--- config.mk ---
export PLATFORM = sky130hd
export DESIGN_NAME = micdc_codec
export DESIGN_NICKNAME = d
export VERILOG_FILES = /design/src/hdl/micdc_codec.v
export VERILOG_INCLUDE_DIRS = /design/src /design/src/hdl
export SDC_FILE = /design/constraint.sdc
export NUM_CORES = 2
export LEC_CHECK = 0
export BUFFER_PORTS_ARGS = -buffer_cell sky130_fd_sc_hd__buf_2
export CAP_MARGIN = 20
export CELL_PAD_IN_SITES_DETAIL_PLACEMENT = 0
export CELL_PAD_IN_SITES_GLOBAL_PLACEMENT = 1
export CORE_UTILIZATION = 47
export CTS_BUF_LIST = sky130_fd_sc_hd__clkbuf_2 sky130_fd_sc_hd__clkbuf_4 sky130_fd_sc_hd__clkbuf_8
export DETAILED_ROUTE_END_ITERATION = 10
export PLACE_DENSITY_LB_ADDON = 0.1
export SYNTH_ARGS = -nofsm -noshare
export SYNTH_HDL_FRONTEND = slang
export SYNTH_SLANG_ARGS = --single-unit
export TNS_END_PERCENT = 10
--- constraint.sdc ---
create_clock -name pclk -period 6.7 [get_ports pclk]
set_clock_uncertainty 0.05 [all_clocks]
set_input_delay 1.34 -clock pclk [delete_from_list [all_inputs] [get_ports pclk]]
set_output_delay 1.34 -clock pclk [all_outputs]
set_load 0.01 [all_outputs]
--- src/hdl/micdc_regs.vh ---
`ifndef MICDC_REGS_VH
`define MICDC_REGS_VH

// register byte offsets
`define MICDC_CTRL 8'h00
`define MICDC_CAPS 8'h04
`define MICDC_IDS 8'h08
`define MICDC_MSPCHG 8'h0C
`define MICDC_MSPTIM 8'h10
`define MICDC_STATUS 8'h14
`define MICDC_RXCAPS 8'h18
`define MICDC_RXCHG 8'h1C
`define MICDC_RXTIM 8'h20
`define MICDC_MSPACT 8'h24
`define MICDC_KEYBASE 8'h40
`define MICDC_MABBASE 8'h80

// ctrl fields
`define MICDC_CTRL_SEL 2:0
`define MICDC_CTRL_GO 3
`define MICDC_CTRL_KEYN 10:8
`define MICDC_CTRL_MABN 14:12
`define MICDC_CTRL_MABID 23:16

// element selections
`define MICDC_SEL_CAPS 3'h0
`define MICDC_SEL_KEYS 3'h1
`define MICDC_SEL_CHG 3'h2
`define MICDC_SEL_TIM 3'h3
`define MICDC_SEL_BIND 3'h4

// element lengths and block sizes
`define MICDC_LEN_CAPS 8'h04
`define MICDC_LEN_CHG 8'h03
`define MICDC_LEN_TIM 8'h04
`define MICDC_MIN_CAPS 8'h02
`define MICDC_KEY_SHIFT 4
`define MICDC_BIND_SHIFT 3
`define MICDC_MAX_ENT 3'h4

// capability bitmap: bits 0, 7, 15 reserved
`define MICDC_CAPS_MASK 16'h7F7E
`define MICDC_CAPS_RST 16'h0000
`define MICDC_IDS_RST 32'h00000000

// multicast short address range, upper octet fixed
`define MICDC_MCAST_HI 8'hFF

// timing
`define MICDC_CLK_NS 20
`define MICDC_US_NS 1000
`define MICDC_US_CYC (`MICDC_US_NS / `MICDC_CLK_NS)

`endif

--- src/hdl/micdc_codec.v ---
`include "micdc_regs.vh"
`timescale 1ns/1ps
`default_nettype none

module micdc_codec (
    // clock and reset
    input wire pclk,
    input wire presetn,
    // apb slave
    input wire psel,
    input wire penable,
    input wire pwrite,
    input wire [7:0] paddr,
    input wire [31:0] pwdata,
    output wire pready,
    output wire pslverr,
    output reg [31:0] prdata,
    // element octet stream to peer
    output reg tx_valid,
    output reg [7:0] tx_data,
    output reg tx_last,
    input wire tx_ready,
    // element octet stream from peer
    input wire rx_valid,
    input wire [7:0] rx_data,
    // period boundary from the frame timer
    input wire period_boundary,
    // MAC client binding port
    input wire mcl_bind_valid,
    input wire [1:0] mcl_bind_index,
    input wire [47:0] mcl_ext_ident,
    // group lookup for outgoing frames
    input wire [47:0] grp_ext_ident,
    output reg [15:0] grp_short_addr_q,
    output reg grp_hit_q
);

    reg [31:0] ctrl_q;
    reg [15:0] caps_q;
    reg [31:0] ids_q;
    reg [7:0] chg_cnt_q;
    reg [15:0] chg_int_q;
    reg [15:0] act_int_q;
    reg [15:0] tim_target_q;
    reg [15:0] tim_est_q;
    reg [2:0] rx_flags_q;
    reg [15:0] rx_caps_q;
    reg [23:0] rx_chg_q;
    reg [31:0] rx_tim_q;
    reg [31:0] key_mem [0:15];
    reg [47:0] bind_eui [0:3];
    reg [3:0] bind_vld_q;
    reg [5:0] us_div_q;
    reg [15:0] now_us_q;
    reg busy_q;
    reg [2:0] sel_q;
    reg [7:0] idx_q;
    reg [7:0] len_q;
    reg [15:0] rem_q;
    reg [1:0] rx_st_q;
    reg [7:0] rx_id_q;
    reg [7:0] rx_left_q;
    reg [7:0] rx_pos_q;
    integer i;

    wire wr_en = psel & penable & pwrite;
    wire rd_setup = psel & ~penable;
    wire key_hit = (paddr[7:6] == 2'b01);
    wire bind_hit = (paddr[7:5] == 3'b100);
    reg mapped;
    reg [31:0] rd_d;

    assign pready = 1'b1;
    assign pslverr = psel & penable & ~mapped;

    // address decode and read mux
    always @* begin
        mapped = 1'b1;
        rd_d = 32'h00000000;
        if (key_hit) begin
            rd_d = key_mem[paddr[5:2]];
        end else if (bind_hit) begin
            if (paddr[2]) begin
                rd_d = {`MICDC_MCAST_HI, 6'h00, paddr[4:3], bind_eui[paddr[4:3]][47:32]};
            end else begin
                rd_d = bind_eui[paddr[4:3]][31:0];
            end
        end else begin
            case (paddr)
                `MICDC_CTRL: rd_d = ctrl_q;
                `MICDC_CAPS: rd_d = {16'h0000, caps_q};
                `MICDC_IDS: rd_d = ids_q;
                `MICDC_MSPCHG: rd_d = {8'h00, chg_int_q, chg_cnt_q};
                `MICDC_MSPTIM: rd_d = {tim_est_q, tim_target_q};
                `MICDC_STATUS: rd_d = {16'h0000, now_us_q[7:0], bind_vld_q, rx_flags_q, busy_q};
                `MICDC_RXCAPS: rd_d = {16'h0000, rx_caps_q};
                `MICDC_RXCHG: rd_d = {8'h00, rx_chg_q};
                `MICDC_RXTIM: rd_d = rx_tim_q;
                `MICDC_MSPACT: rd_d = {16'h0000, act_int_q};
                default: mapped = 1'b0;
            endcase
        end
    end

    always @(posedge pclk or negedge presetn) begin
        if (!presetn) begin
            prdata <= 32'h00000000;
        end else if (rd_setup) begin
            prdata <= rd_d;
        end
    end

    // microsecond time base
    always @(posedge pclk or negedge presetn) begin
        if (!presetn) begin
            us_div_q <= 6'h00;
            now_us_q <= 16'h0000;
        end else if (us_div_q == `MICDC_US_CYC - 1) begin
            us_div_q <= 6'h00;
            now_us_q <= now_us_q + 16'h0001;
        end else begin
            us_div_q <= us_div_q + 6'h01;
        end
    end

    // register writes
    always @(posedge pclk or negedge presetn) begin
        if (!presetn) begin
            ctrl_q <= 32'h00000000;
            caps_q <= `MICDC_CAPS_RST;
            ids_q <= `MICDC_IDS_RST;
            chg_int_q <= 16'h0000;
            tim_target_q <= 16'h0000;
            tim_est_q <= 16'h0000;
        end else if (wr_en) begin
            case (paddr)
                `MICDC_CTRL: ctrl_q <= {8'h00, pwdata[23:4], 1'b0, pwdata[2:0]};
                `MICDC_CAPS: caps_q <= pwdata[15:0] & `MICDC_CAPS_MASK;
                `MICDC_IDS: ids_q <= pwdata;
                `MICDC_MSPCHG: chg_int_q <= pwdata[23:8];
                `MICDC_MSPTIM: begin
                    tim_target_q <= pwdata[15:0];
                    tim_est_q <= pwdata[31:16];
                end
                default: ;
            endcase
        end
    end

    always @(posedge pclk) begin
        if (wr_en && key_hit) begin
            key_mem[paddr[5:2]] <= pwdata;
        end
    end

    always @(posedge pclk or negedge presetn) begin
        if (!presetn) begin
            chg_cnt_q <= 8'h00;
            act_int_q <= 16'h0000;
        end else if (wr_en && paddr == `MICDC_MSPCHG) begin
            chg_cnt_q <= pwdata[7:0];
        end else if (period_boundary) begin
            if (chg_cnt_q == 8'h00) begin
                act_int_q <= chg_int_q;
            end else begin
                chg_cnt_q <= chg_cnt_q - 8'h01;
            end
        end
    end

    always @(posedge pclk or negedge presetn) begin
        if (!presetn) begin
            bind_vld_q <= 4'h0;
            for (i = 0; i < 4; i = i + 1) begin
                bind_eui[i] <= 48'h000000000000;
            end
        end else if (mcl_bind_valid) begin
            bind_eui[mcl_bind_index] <= mcl_ext_ident;
            bind_vld_q[mcl_bind_index] <= 1'b1;
        end
    end

    // lookup of the bound short address
    wire [3:0] grp_match;
    genvar g;
    generate
        for (g = 0; g < 4; g = g + 1) begin : g_lookup
            assign grp_match[g] = bind_vld_q[g] & (bind_eui[g] == grp_ext_ident);
        end
    endgenerate

    always @(posedge pclk or negedge presetn) begin
        if (!presetn) begin
            grp_short_addr_q <= 16'h0000;
            grp_hit_q <= 1'b0;
        end else begin
            grp_hit_q <= |grp_match;
            grp_short_addr_q <= {`MICDC_MCAST_HI, 6'h00,
                grp_match[3] | grp_match[2], grp_match[3] | grp_match[1]};
        end
    end

    // transmit octet for a given position; multi-octet fields lsb first
    function [7:0] oct;
        input [2:0] sel;
        input [7:0] idx;
        input [7:0] len;
        reg [7:0] b;
        reg [31:0] w;
        begin
            b = idx - 8'h02;
            w = key_mem[b[5:2]];
            oct = 8'h00;
            if (idx == 8'h00) begin
                case (sel)
                    `MICDC_SEL_CAPS: oct = ids_q[7:0];
                    `MICDC_SEL_KEYS: oct = ids_q[15:8];
                    `MICDC_SEL_CHG: oct = ids_q[23:16];
                    `MICDC_SEL_TIM: oct = ids_q[31:24];
                    default: oct = ctrl_q[`MICDC_CTRL_MABID];
                endcase
            end else if (idx == 8'h01) begin
                oct = len;
            end else begin
                case (sel)
                    `MICDC_SEL_CAPS: oct = (b == 8'h00) ? caps_q[7:0] :
                        (b == 8'h01) ? caps_q[15:8] : 8'h00;
                    `MICDC_SEL_KEYS: oct = w[b[1:0]*8 +: 8];
                    `MICDC_SEL_CHG: oct = (b == 8'h00) ? chg_cnt_q :
                        (b == 8'h01) ? chg_int_q[7:0] : chg_int_q[15:8];
                    `MICDC_SEL_TIM: oct = (b == 8'h00) ? rem_q[7:0] :
                        (b == 8'h01) ? rem_q[15:8] :
                        (b == 8'h02) ? tim_est_q[7:0] : tim_est_q[15:8];
                    default: oct = (b[2:0] == 3'h6) ? {6'h00, b[4:3]} :
                        (b[2:0] == 3'h7) ? `MICDC_MCAST_HI :
                        bind_eui[b[4:3]][b[2:0]*8 +: 8];
                endcase
            end
        end
    endfunction

    wire [2:0] go_sel = pwdata[`MICDC_CTRL_SEL];
    // counts ride on the GO word itself; ctrl_q still holds the previous word here
    wire [2:0] key_n = (pwdata[`MICDC_CTRL_KEYN] > `MICDC_MAX_ENT) ?
        `MICDC_MAX_ENT : pwdata[`MICDC_CTRL_KEYN];
    wire [2:0] bind_n = (pwdata[`MICDC_CTRL_MABN] > `MICDC_MAX_ENT) ?
        `MICDC_MAX_ENT : pwdata[`MICDC_CTRL_MABN];
    reg [7:0] go_len;

    always @* begin
        case (go_sel)
            `MICDC_SEL_CAPS: go_len = `MICDC_LEN_CAPS;
            `MICDC_SEL_KEYS: go_len = {1'b0, key_n, 4'h0};
            `MICDC_SEL_CHG: go_len = `MICDC_LEN_CHG;
            `MICDC_SEL_TIM: go_len = `MICDC_LEN_TIM;
            default: go_len = {2'b00, bind_n, 3'h0};
        endcase
    end

    wire go = wr_en && (paddr == `MICDC_CTRL) && pwdata[`MICDC_CTRL_GO] && !busy_q;
    wire tx_adv = tx_valid & tx_ready;

    // element builder
    always @(posedge pclk or negedge presetn) begin
        if (!presetn) begin
            busy_q <= 1'b0;
            sel_q <= 3'h0;
            idx_q <= 8'h00;
            len_q <= 8'h00;
            rem_q <= 16'h0000;
            tx_valid <= 1'b0;
            tx_data <= 8'h00;
            tx_last <= 1'b0;
        end else if (go) begin
            busy_q <= 1'b1;
            sel_q <= go_sel;
            idx_q <= 8'h00;
            len_q <= go_len;
            // time left counted from the moment the element goes out
            rem_q <= tim_target_q - now_us_q;
            tx_valid <= 1'b1;
            // binding id from the GO word, ctrl_q loads on this same edge
            tx_data <= (go_sel > `MICDC_SEL_TIM) ? pwdata[`MICDC_CTRL_MABID] :
                oct(go_sel, 8'h00, go_len);
            tx_last <= 1'b0;
        end else if (tx_adv) begin
            if (tx_last) begin
                busy_q <= 1'b0;
                tx_valid <= 1'b0;
                tx_last <= 1'b0;
            end else begin
                idx_q <= idx_q + 8'h01;
                tx_data <= oct(sel_q, idx_q + 8'h01, len_q);
                tx_last <= (idx_q == len_q);
            end
        end
    end

    // element parser: id, length, then body stepped by the length octet
    localparam RX_ID = 2'h0;
    localparam RX_LEN = 2'h1;
    localparam RX_BODY = 2'h2;
    wire clr_flags = wr_en && (paddr == `MICDC_STATUS);
    reg [2:0] rx_set;

    // flag on the last field octet, reserved tail not needed
    always @* begin
        rx_set = 3'h0;
        if (rx_valid && rx_st_q == RX_BODY) begin
            if (rx_id_q == ids_q[7:0] && rx_pos_q == 8'h01) begin
                rx_set[0] = 1'b1;
            end
            if (rx_id_q == ids_q[23:16] && rx_pos_q == 8'h02) begin
                rx_set[1] = 1'b1;
            end
            if (rx_id_q == ids_q[31:24] && rx_pos_q == 8'h03) begin
                rx_set[2] = 1'b1;
            end
        end
    end

    always @(posedge pclk or negedge presetn) begin
        if (!presetn) begin
            rx_st_q <= RX_ID;
            rx_id_q <= 8'h00;
            rx_left_q <= 8'h00;
            rx_pos_q <= 8'h00;
            rx_caps_q <= 16'h0000;
            rx_chg_q <= 24'h000000;
            rx_tim_q <= 32'h00000000;
            rx_flags_q <= 3'h0;
        end else begin
            if (rx_valid) begin
                case (rx_st_q)
                    RX_ID: begin
                        rx_id_q <= rx_data;
                        rx_st_q <= RX_LEN;
                    end
                    RX_LEN: begin
                        // skip by length regardless of content
                        rx_left_q <= rx_data;
                        rx_pos_q <= 8'h00;
                        rx_st_q <= (rx_data == 8'h00) ? RX_ID : RX_BODY;
                    end
                    RX_BODY: begin
                        if (rx_id_q == ids_q[7:0] && rx_pos_q < `MICDC_MIN_CAPS) begin
                            rx_caps_q[rx_pos_q[0]*8 +: 8] <= rx_data;
                        end
                        if (rx_id_q == ids_q[23:16] && rx_pos_q < `MICDC_LEN_CHG) begin
                            rx_chg_q[rx_pos_q[1:0]*8 +: 8] <= rx_data;
                        end
                        if (rx_id_q == ids_q[31:24] && rx_pos_q < `MICDC_LEN_TIM) begin
                            rx_tim_q[rx_pos_q[1:0]*8 +: 8] <= rx_data;
                        end
                        rx_pos_q <= rx_pos_q + 8'h01;
                        rx_left_q <= rx_left_q - 8'h01;
                        if (rx_left_q == 8'h01) rx_st_q <= RX_ID;
                    end
                    default: rx_st_q <= RX_ID;
                endcase
            end
            // set wins over a write-one clear in the same cycle
            rx_flags_q <= (rx_flags_q & ~(clr_flags ? pwdata[3:1] : 3'h0)) | rx_set;
        end
    end

endmodule

`default_nettype wire

Word level (Yosys, flattened, before mapping):

Memories as Yosys holds them, arrays and structs flattened.
Cells that the tools add are included.

* memories kept: 1
* output and inout bits: 61
* RAM bits: 512
* input port bits: 155
* register bits after elaboration: 540

* shift-type cells: 8
* reductions and logical operators: 46
* equal/unequal tests: 40
* order comparisons: 12
* $add $sub $neg: 10
* muxes and demuxes: 67
* bitwise logic cells: 21

Memory list
* key_mem: words 16, width 32, rd ports 2, clocked after Yosys merged registers in 0, wr ports 1, line micdc_codec.v:50 `reg [31:0] key_mem [0:15];`

Operators by type and width (count)
* 32-bit one-hot mux with 10 select lines: 1
* 48-bit two-way mux: 5
* 48-bit binary-select mux with 2-bit select: 2
* 192-bit bitwise mux: 1
* 48-bit equality test: 4
* 8-bit two-way mux: 19
* 48-bit demux with 2-bit select: 1
* 32-bit two-way mux: 3
* 8-bit one-hot mux with 4 select lines: 3
* 48-bit by 7-bit variable part select with 8-bit output: 1
* 8-bit logical NOT: 5
* 4-bit negator with 34-bit output: 1
* 5-bit negator with 34-bit output: 1
* 8-bit by 34-bit variable shift with 16-bit output (first input constant): 1
* 8-bit by 34-bit variable shift with 24-bit output (first input constant): 1
* 8-bit by 34-bit variable shift with 32-bit output (first input constant): 1
* 8-bit by 34-bit variable part select with 16-bit output: 1
* 8-bit by 34-bit variable part select with 24-bit output: 1
* 8-bit by 34-bit variable part select with 32-bit output: 1
* 32-bit bitwise mux: 1
* 8-bit by 1-bit equality test with 1-bit output (second input constant): 4
* 8-bit by 5-bit equality test with 1-bit output (second input constant): 4
* 8-bit equality test: 4
* 8-bit one-hot mux with 2 select lines: 2
* 55 further kinds: 136

Depth between registers and ports, before layout:

* depth in word-level cells: 15
* mapped depth: 21
* gate-level depth less buffers: 14

Worst setup path after synthesis:

No wires, ideal clock.

* kind: input -> register
* start: input paddr[2]
* end: memory key_mem[3][0], enable pin
* library setup time: 461 ps
* slack: 693 ps
* data arrival time: 5496 ps
* stages: 7
* cells stage by stage: clkbuf_1 clkbuf_1 clkbuf_1 clkbuf_1 clkbuf_1 nand3_1 nor3_1

RTL lines
* start: declaration: line micdc_codec.v:13 `input wire [7:0] paddr,`
* end: declaration: line micdc_codec.v:50

No word-level cell before the write port.

Final worst setup path:

* start: input paddr[4]
* end: output pslverr

* longest elaborated chain between the ends: 7
* elaborated cells on any way between the ends: 16
* those cells by class: eq/ne: 9; mux: 3; bitwise: 2; reduce/logical: 2

Ends and longest elaborated chain
* 8-bit by 4-bit equality test with 1-bit output (tied with other cells): line micdc_codec.v:89 `case (paddr)`
* 10-bit OR reduction (no line) *
* 1-bit two-way mux *: line micdc_codec.v:89
* 1-bit two-way mux *: line micdc_codec.v:82 `end else if (bind_hit) begin`
* 1-bit two-way mux *: line micdc_codec.v:80 `if (key_hit) begin`
* 1-bit inverter *: line micdc_codec.v:74 `assign pslverr = psel & penable & ~mapped;`
* 1-bit bitwise AND *: line micdc_codec.v:74
* end: declaration: line micdc_codec.v:16 `output wire pslverr,`

Every way passes the cells marked *; elsewhere a longest branch is shown, timed or not.

==> results.rst <==
.. list-table::
   :header-rows: 1

   * - Metric
     - Value
   * - Height of the chip
     - 341.9 um
   * - Number of violations reported at the end of detailed-routing iteration 0
     - 5,098
   * - Die outline width
     - 341.9 um
   * - Quantity of gates resized following cts
     - 0
   * - Cell leakage power
     - 0.02329 uW
   * - Die outline area
     - 116,900 um^2
   * - Mean instance size in the synthesized netlist
     - 13.83 um^2
   * - Placement-stage worst setup slack
     - 1.433 ns
   * - DR WL/cell
     - 35.14 um
   * - Final-report setup violation count
     - 0
   * - Crit Path Category
     - in2out
   * - PnR Total Power
     - 17,640 uW
   * - Clk buf depth
     - 3
   * - Worst Tran Pin Value
     - 1.235 ns
   * - Total count of max-transition violations in the final report
     - 0
   * - Critical path startpoint category
     - primary input
   * - Most used DFF post-synth
     - dfrtp_1
   * - FF-to-FF End
     - tx_data[7]
   * - Path category of the worst min-delay check
     - in2async
   * - Data required time at the worst endpoint
     - 5.31 ns
   * - Detailed-placement wirelength estimate
     - 143,000 um
   * - Total number of yosys warnings
     - 0
   * - Seq cells post-synth
     - 1,050
   * - Headroom to the max-slew limit
     - 17.27%
   * - Total vias in the final route
     - 38,150
   * - Largest fanout of any net on the critical path
     - 31
   * - Total placed instance area
     - 57,080 um^2
   * - # clock sinks
     - 1,050
   * - Worst setup EP type
     - output pin
   * - Global-route wire length before repair
     - 287,400 um
   * - Total gr overflow
     - 0
   * - # Max-Cap Violations
     - 0
   * - Worst setup path end
     - pslverr
   * - Detailed-route DRC error count
     - 74
   * - I/O Pins
     - 216
   * - Final critical-path setup slack
     - 1.430 ns
   * - Routability cong.
     - 1.035
   * - Maximum number of pins on one net before global-route repair
     - 138
   * - Number of cells traversed by the worst register-to-register path
     - 12
   * - Latest clock arrival within the worst-skew pair
     - 0.92 ns
   * - Port Buffer Count
     - 208
   * - Critical Path Start
     - paddr[4]
   * - Count of distinct cell types in the synthesized netlist
     - 89
   * - Gate Count Post-Synth
     - 3,927
   * - Final period utilization
     - 78.65%
   * - Post-route cell area
     - 60,970 um^2
   * - Achievable Freq
     - 0.1898 GHz
   * - Arrival time of data at the critical path endpoint
     - 3.88 ns
   * - Number of nets in the layout
     - 4,324
   * - Setup repair after global routing missed its margin
     - false
   * - Layout cell share with drive strength beyond 1
     - 32.73%
   * - First-pass DRT Iterations
     - 11
   * - Post-synth design cell area
     - 54,290 um^2
   * - Placeable core area
     - 114,500 um^2
   * - Global-route total usage across every layer
     - 35.13%
   * - Via count of the first global-routing pass
     - 37,160
   * - Final hold violations
     - 0
   * - Number of enable-type register cells in the synthesized netlist
     - 512
   * - TritonCTS clock tree
     - yes
   * - Initial antenna violation count
     - 18
   * - Final worst hold slack
     - 0.3850 ns
   * - Library cell used as clock root buffer
     - clkbuf_8
   * - Outcome
     - finished with violations
   * - Launch point of the worst reg-to-reg path
     - idx_q[0]
   * - Total CTS buffers
     - 181
   * - Slack of the worst reg-to-reg path
     - 1.48 ns
   * - Proportion of synthesized chip area in sequential cells
     - 53.11%
   * - Post-CTS setup buffer count
     - 0
   * - CTS hold repair buffers
     - 0
   * - Post-layout min period
     - 5.270 ns
   * - Starting Density
     - 47.42%
   * - Violations in the final reports
     - DRC
   * - CTS clk-pin slew, worst paths
     - 0.06 ns
   * - Area Overhead vs Synth
     - 12.30%
   * - Sum Neg Setup Slack
     - 0 ns
   * - Row count
     - 124
   * - Max VDD drop
     - 233.2 uV
   * - Power per Cell Area
     - 289.4 nW/um^2
   * - Detail Route Antenna Nets
     - 0
   * - Mean number of vias per cell
     - 6.571
   * - Async S/R FF share, synth
     - 51.24%
   * - Level count of the clock H-tree
     - 4
   * - Final WL
     - 204,000 um
stage by stage:
stage	util, %	std cells
detailed placement	49.85	5459
global placement	49.84	5458
finish	53.25	5805
CTS	53.22	5792
floorplan	-	3933
global route	53.23	5794
logic make-up (layout without fill, tap and decap cells):
logic type | after synthesis | after routing | share of synthesized area (%)
simple gates | 828 | 828 | 7.301
other cells | 2 | 20 | 0.01383
fa+ha+maj | 38 | 38 | 0.8895
mux | 810 | 810 | 24.45
buf+inv | 356 | 704 | 2.701
compound gates | 602 | 602 | 7.508
xor+xnor | 241 | 241 | 4.019
flops | 1050 | 1050 | 53.11
Yosys cell counts (all sizes together) (5+ instances only):
cell type	count	area (um^2)
dfrtp	538	13460
edfxtp	512	15370
mux4	377	8491
nand2	368	1389
mux2	361	4065
o21ai	182	910.9
clkbuf	172	645.6
xor2	131	1185
xnor2	110	997.2
buf	107	531.8
nor2	103	391.6
nand3	99	510.5
a21oi	89	445.4
inv	77	289.0
mux2i	72	720.7
nor4	53	337.8
a22oi	47	352.8
nand4	46	287.8
a22o	43	376.6
nor3	43	226.5
a222oi	38	380.4
ha	37	462.9
o22ai	33	206.5
a221oi	32	280.3
and3	19	118.9
o211ai	19	142.6
a31oi	16	100.1
nor2b	14	87.58
o31ai	14	105.1
a211oi	13	102.6
and2	13	82.59
nand2b	13	81.33
nand3b	11	82.58
o221ai	10	87.58
nor3b	9	72.57
o2111ai	9	78.83
or3	8	55.05
or4	8	60.06
a311oi	7	61.31
a21boi	6	45.04
and4	5	46.29
metal layers:
metal  track usage (%)  up-vias  part of all wire, %
li1                  -    15740                    -
met2             53.66     2068                   46
met3             6.702      416                  9.2
met5                 0        -                0.037
met1             49.61    19910                   41
met4             14.14       10                  4.3
critical path, stage by stage:
cell and delay (ns):
buf_6 0.40, nand2b_1 0.47, nor3_1 0.36, and3_1 0.83, nor4_1 0.22, buf_2 0.21
layout make-up:
| type | instances | area (um^2) |
|---|---|---|
| clock buffers | 256 | 3242 |
| multi-input cells | 2527 | 24220 |
| clock inverters | 77 | 614.3 |
| diodes | 12 | 30.03 |
| repair buffers | 294 | 1847 |
| flip-flops and latches | 1050 | 28840 |
| well taps | 1512 | 1892 |
| fillers | 9796 | 53530 |
| inverters | 77 | 294.0 |
how the worst min path moves through the flow:
stage / startpoint / end / slack [ns] / cells past startpoint
after floorplan: rem_q[9] / rem_q[9] / 0.39 / 2
after global placement: prdata[26] / prdata[26] / 0.41 / 2
after detailed placement: now_us_q[11] / now_us_q[11] / 0.41 / 1
after CTS: presetn / bind_eui[186] / 0.40 / 1
after global routing: presetn / bind_eui[88] / 0.43 / 1
final: presetn / bind_eui[88] / 0.39 / 1
placed cells by master, fill, tap and decap left out, drive strengths merged, types with 11 or more instances in the layout:
cell,instances
a221oi,32
diode,12
edfxtp,512
xor2,131
dfrtp,538
a22oi,47
and2,13
inv,84
nand2b,13
xnor2,110
nand3b,11
nor3,43
a222oi,38
o21ai,182
ha,37
nand2,368
clkinv,59
nand4,46
mux4,377
nor4,53
a21oi,89
nor2b,14
buf,292
nor2,103
a211oi,13
nand3,99
o211ai,19
o22ai,33
mux2i,72
and3,19
mux2,361
o31ai,14
a31oi,16
clkbuf,258
a22o,43
state kept, by name, summed over array words and instances (netlist names), 8 cells and up:
register / cells
caps_q: 13
tim_target_q: 16
now_us_q: 16
rx_chg_q: 24
ctrl_q: 23
act_int_q: 16
key_mem: 512
bind_eui: 192
tx_data: 8
prdata: 32
chg_int_q: 16
rx_tim_q: 32
ids_q: 32
rx_pos_q: 8
rem_q: 16
rx_caps_q: 16
rx_id_q: 8
rx_left_q: 8
tim_est_q: 16
chg_cnt_q: 8
idx_q: 8
report_power, final:
part	total, uW	leakage, uW	internal (uW)	switching [uW]
sequential	7730	0.0116	7150	583
clock	6230	0.00204	3380	2850
combinational	3680	0.00967	1530	2150
total	17600	0.0233	12100	5580
Power figures use the tool's default switching activity.
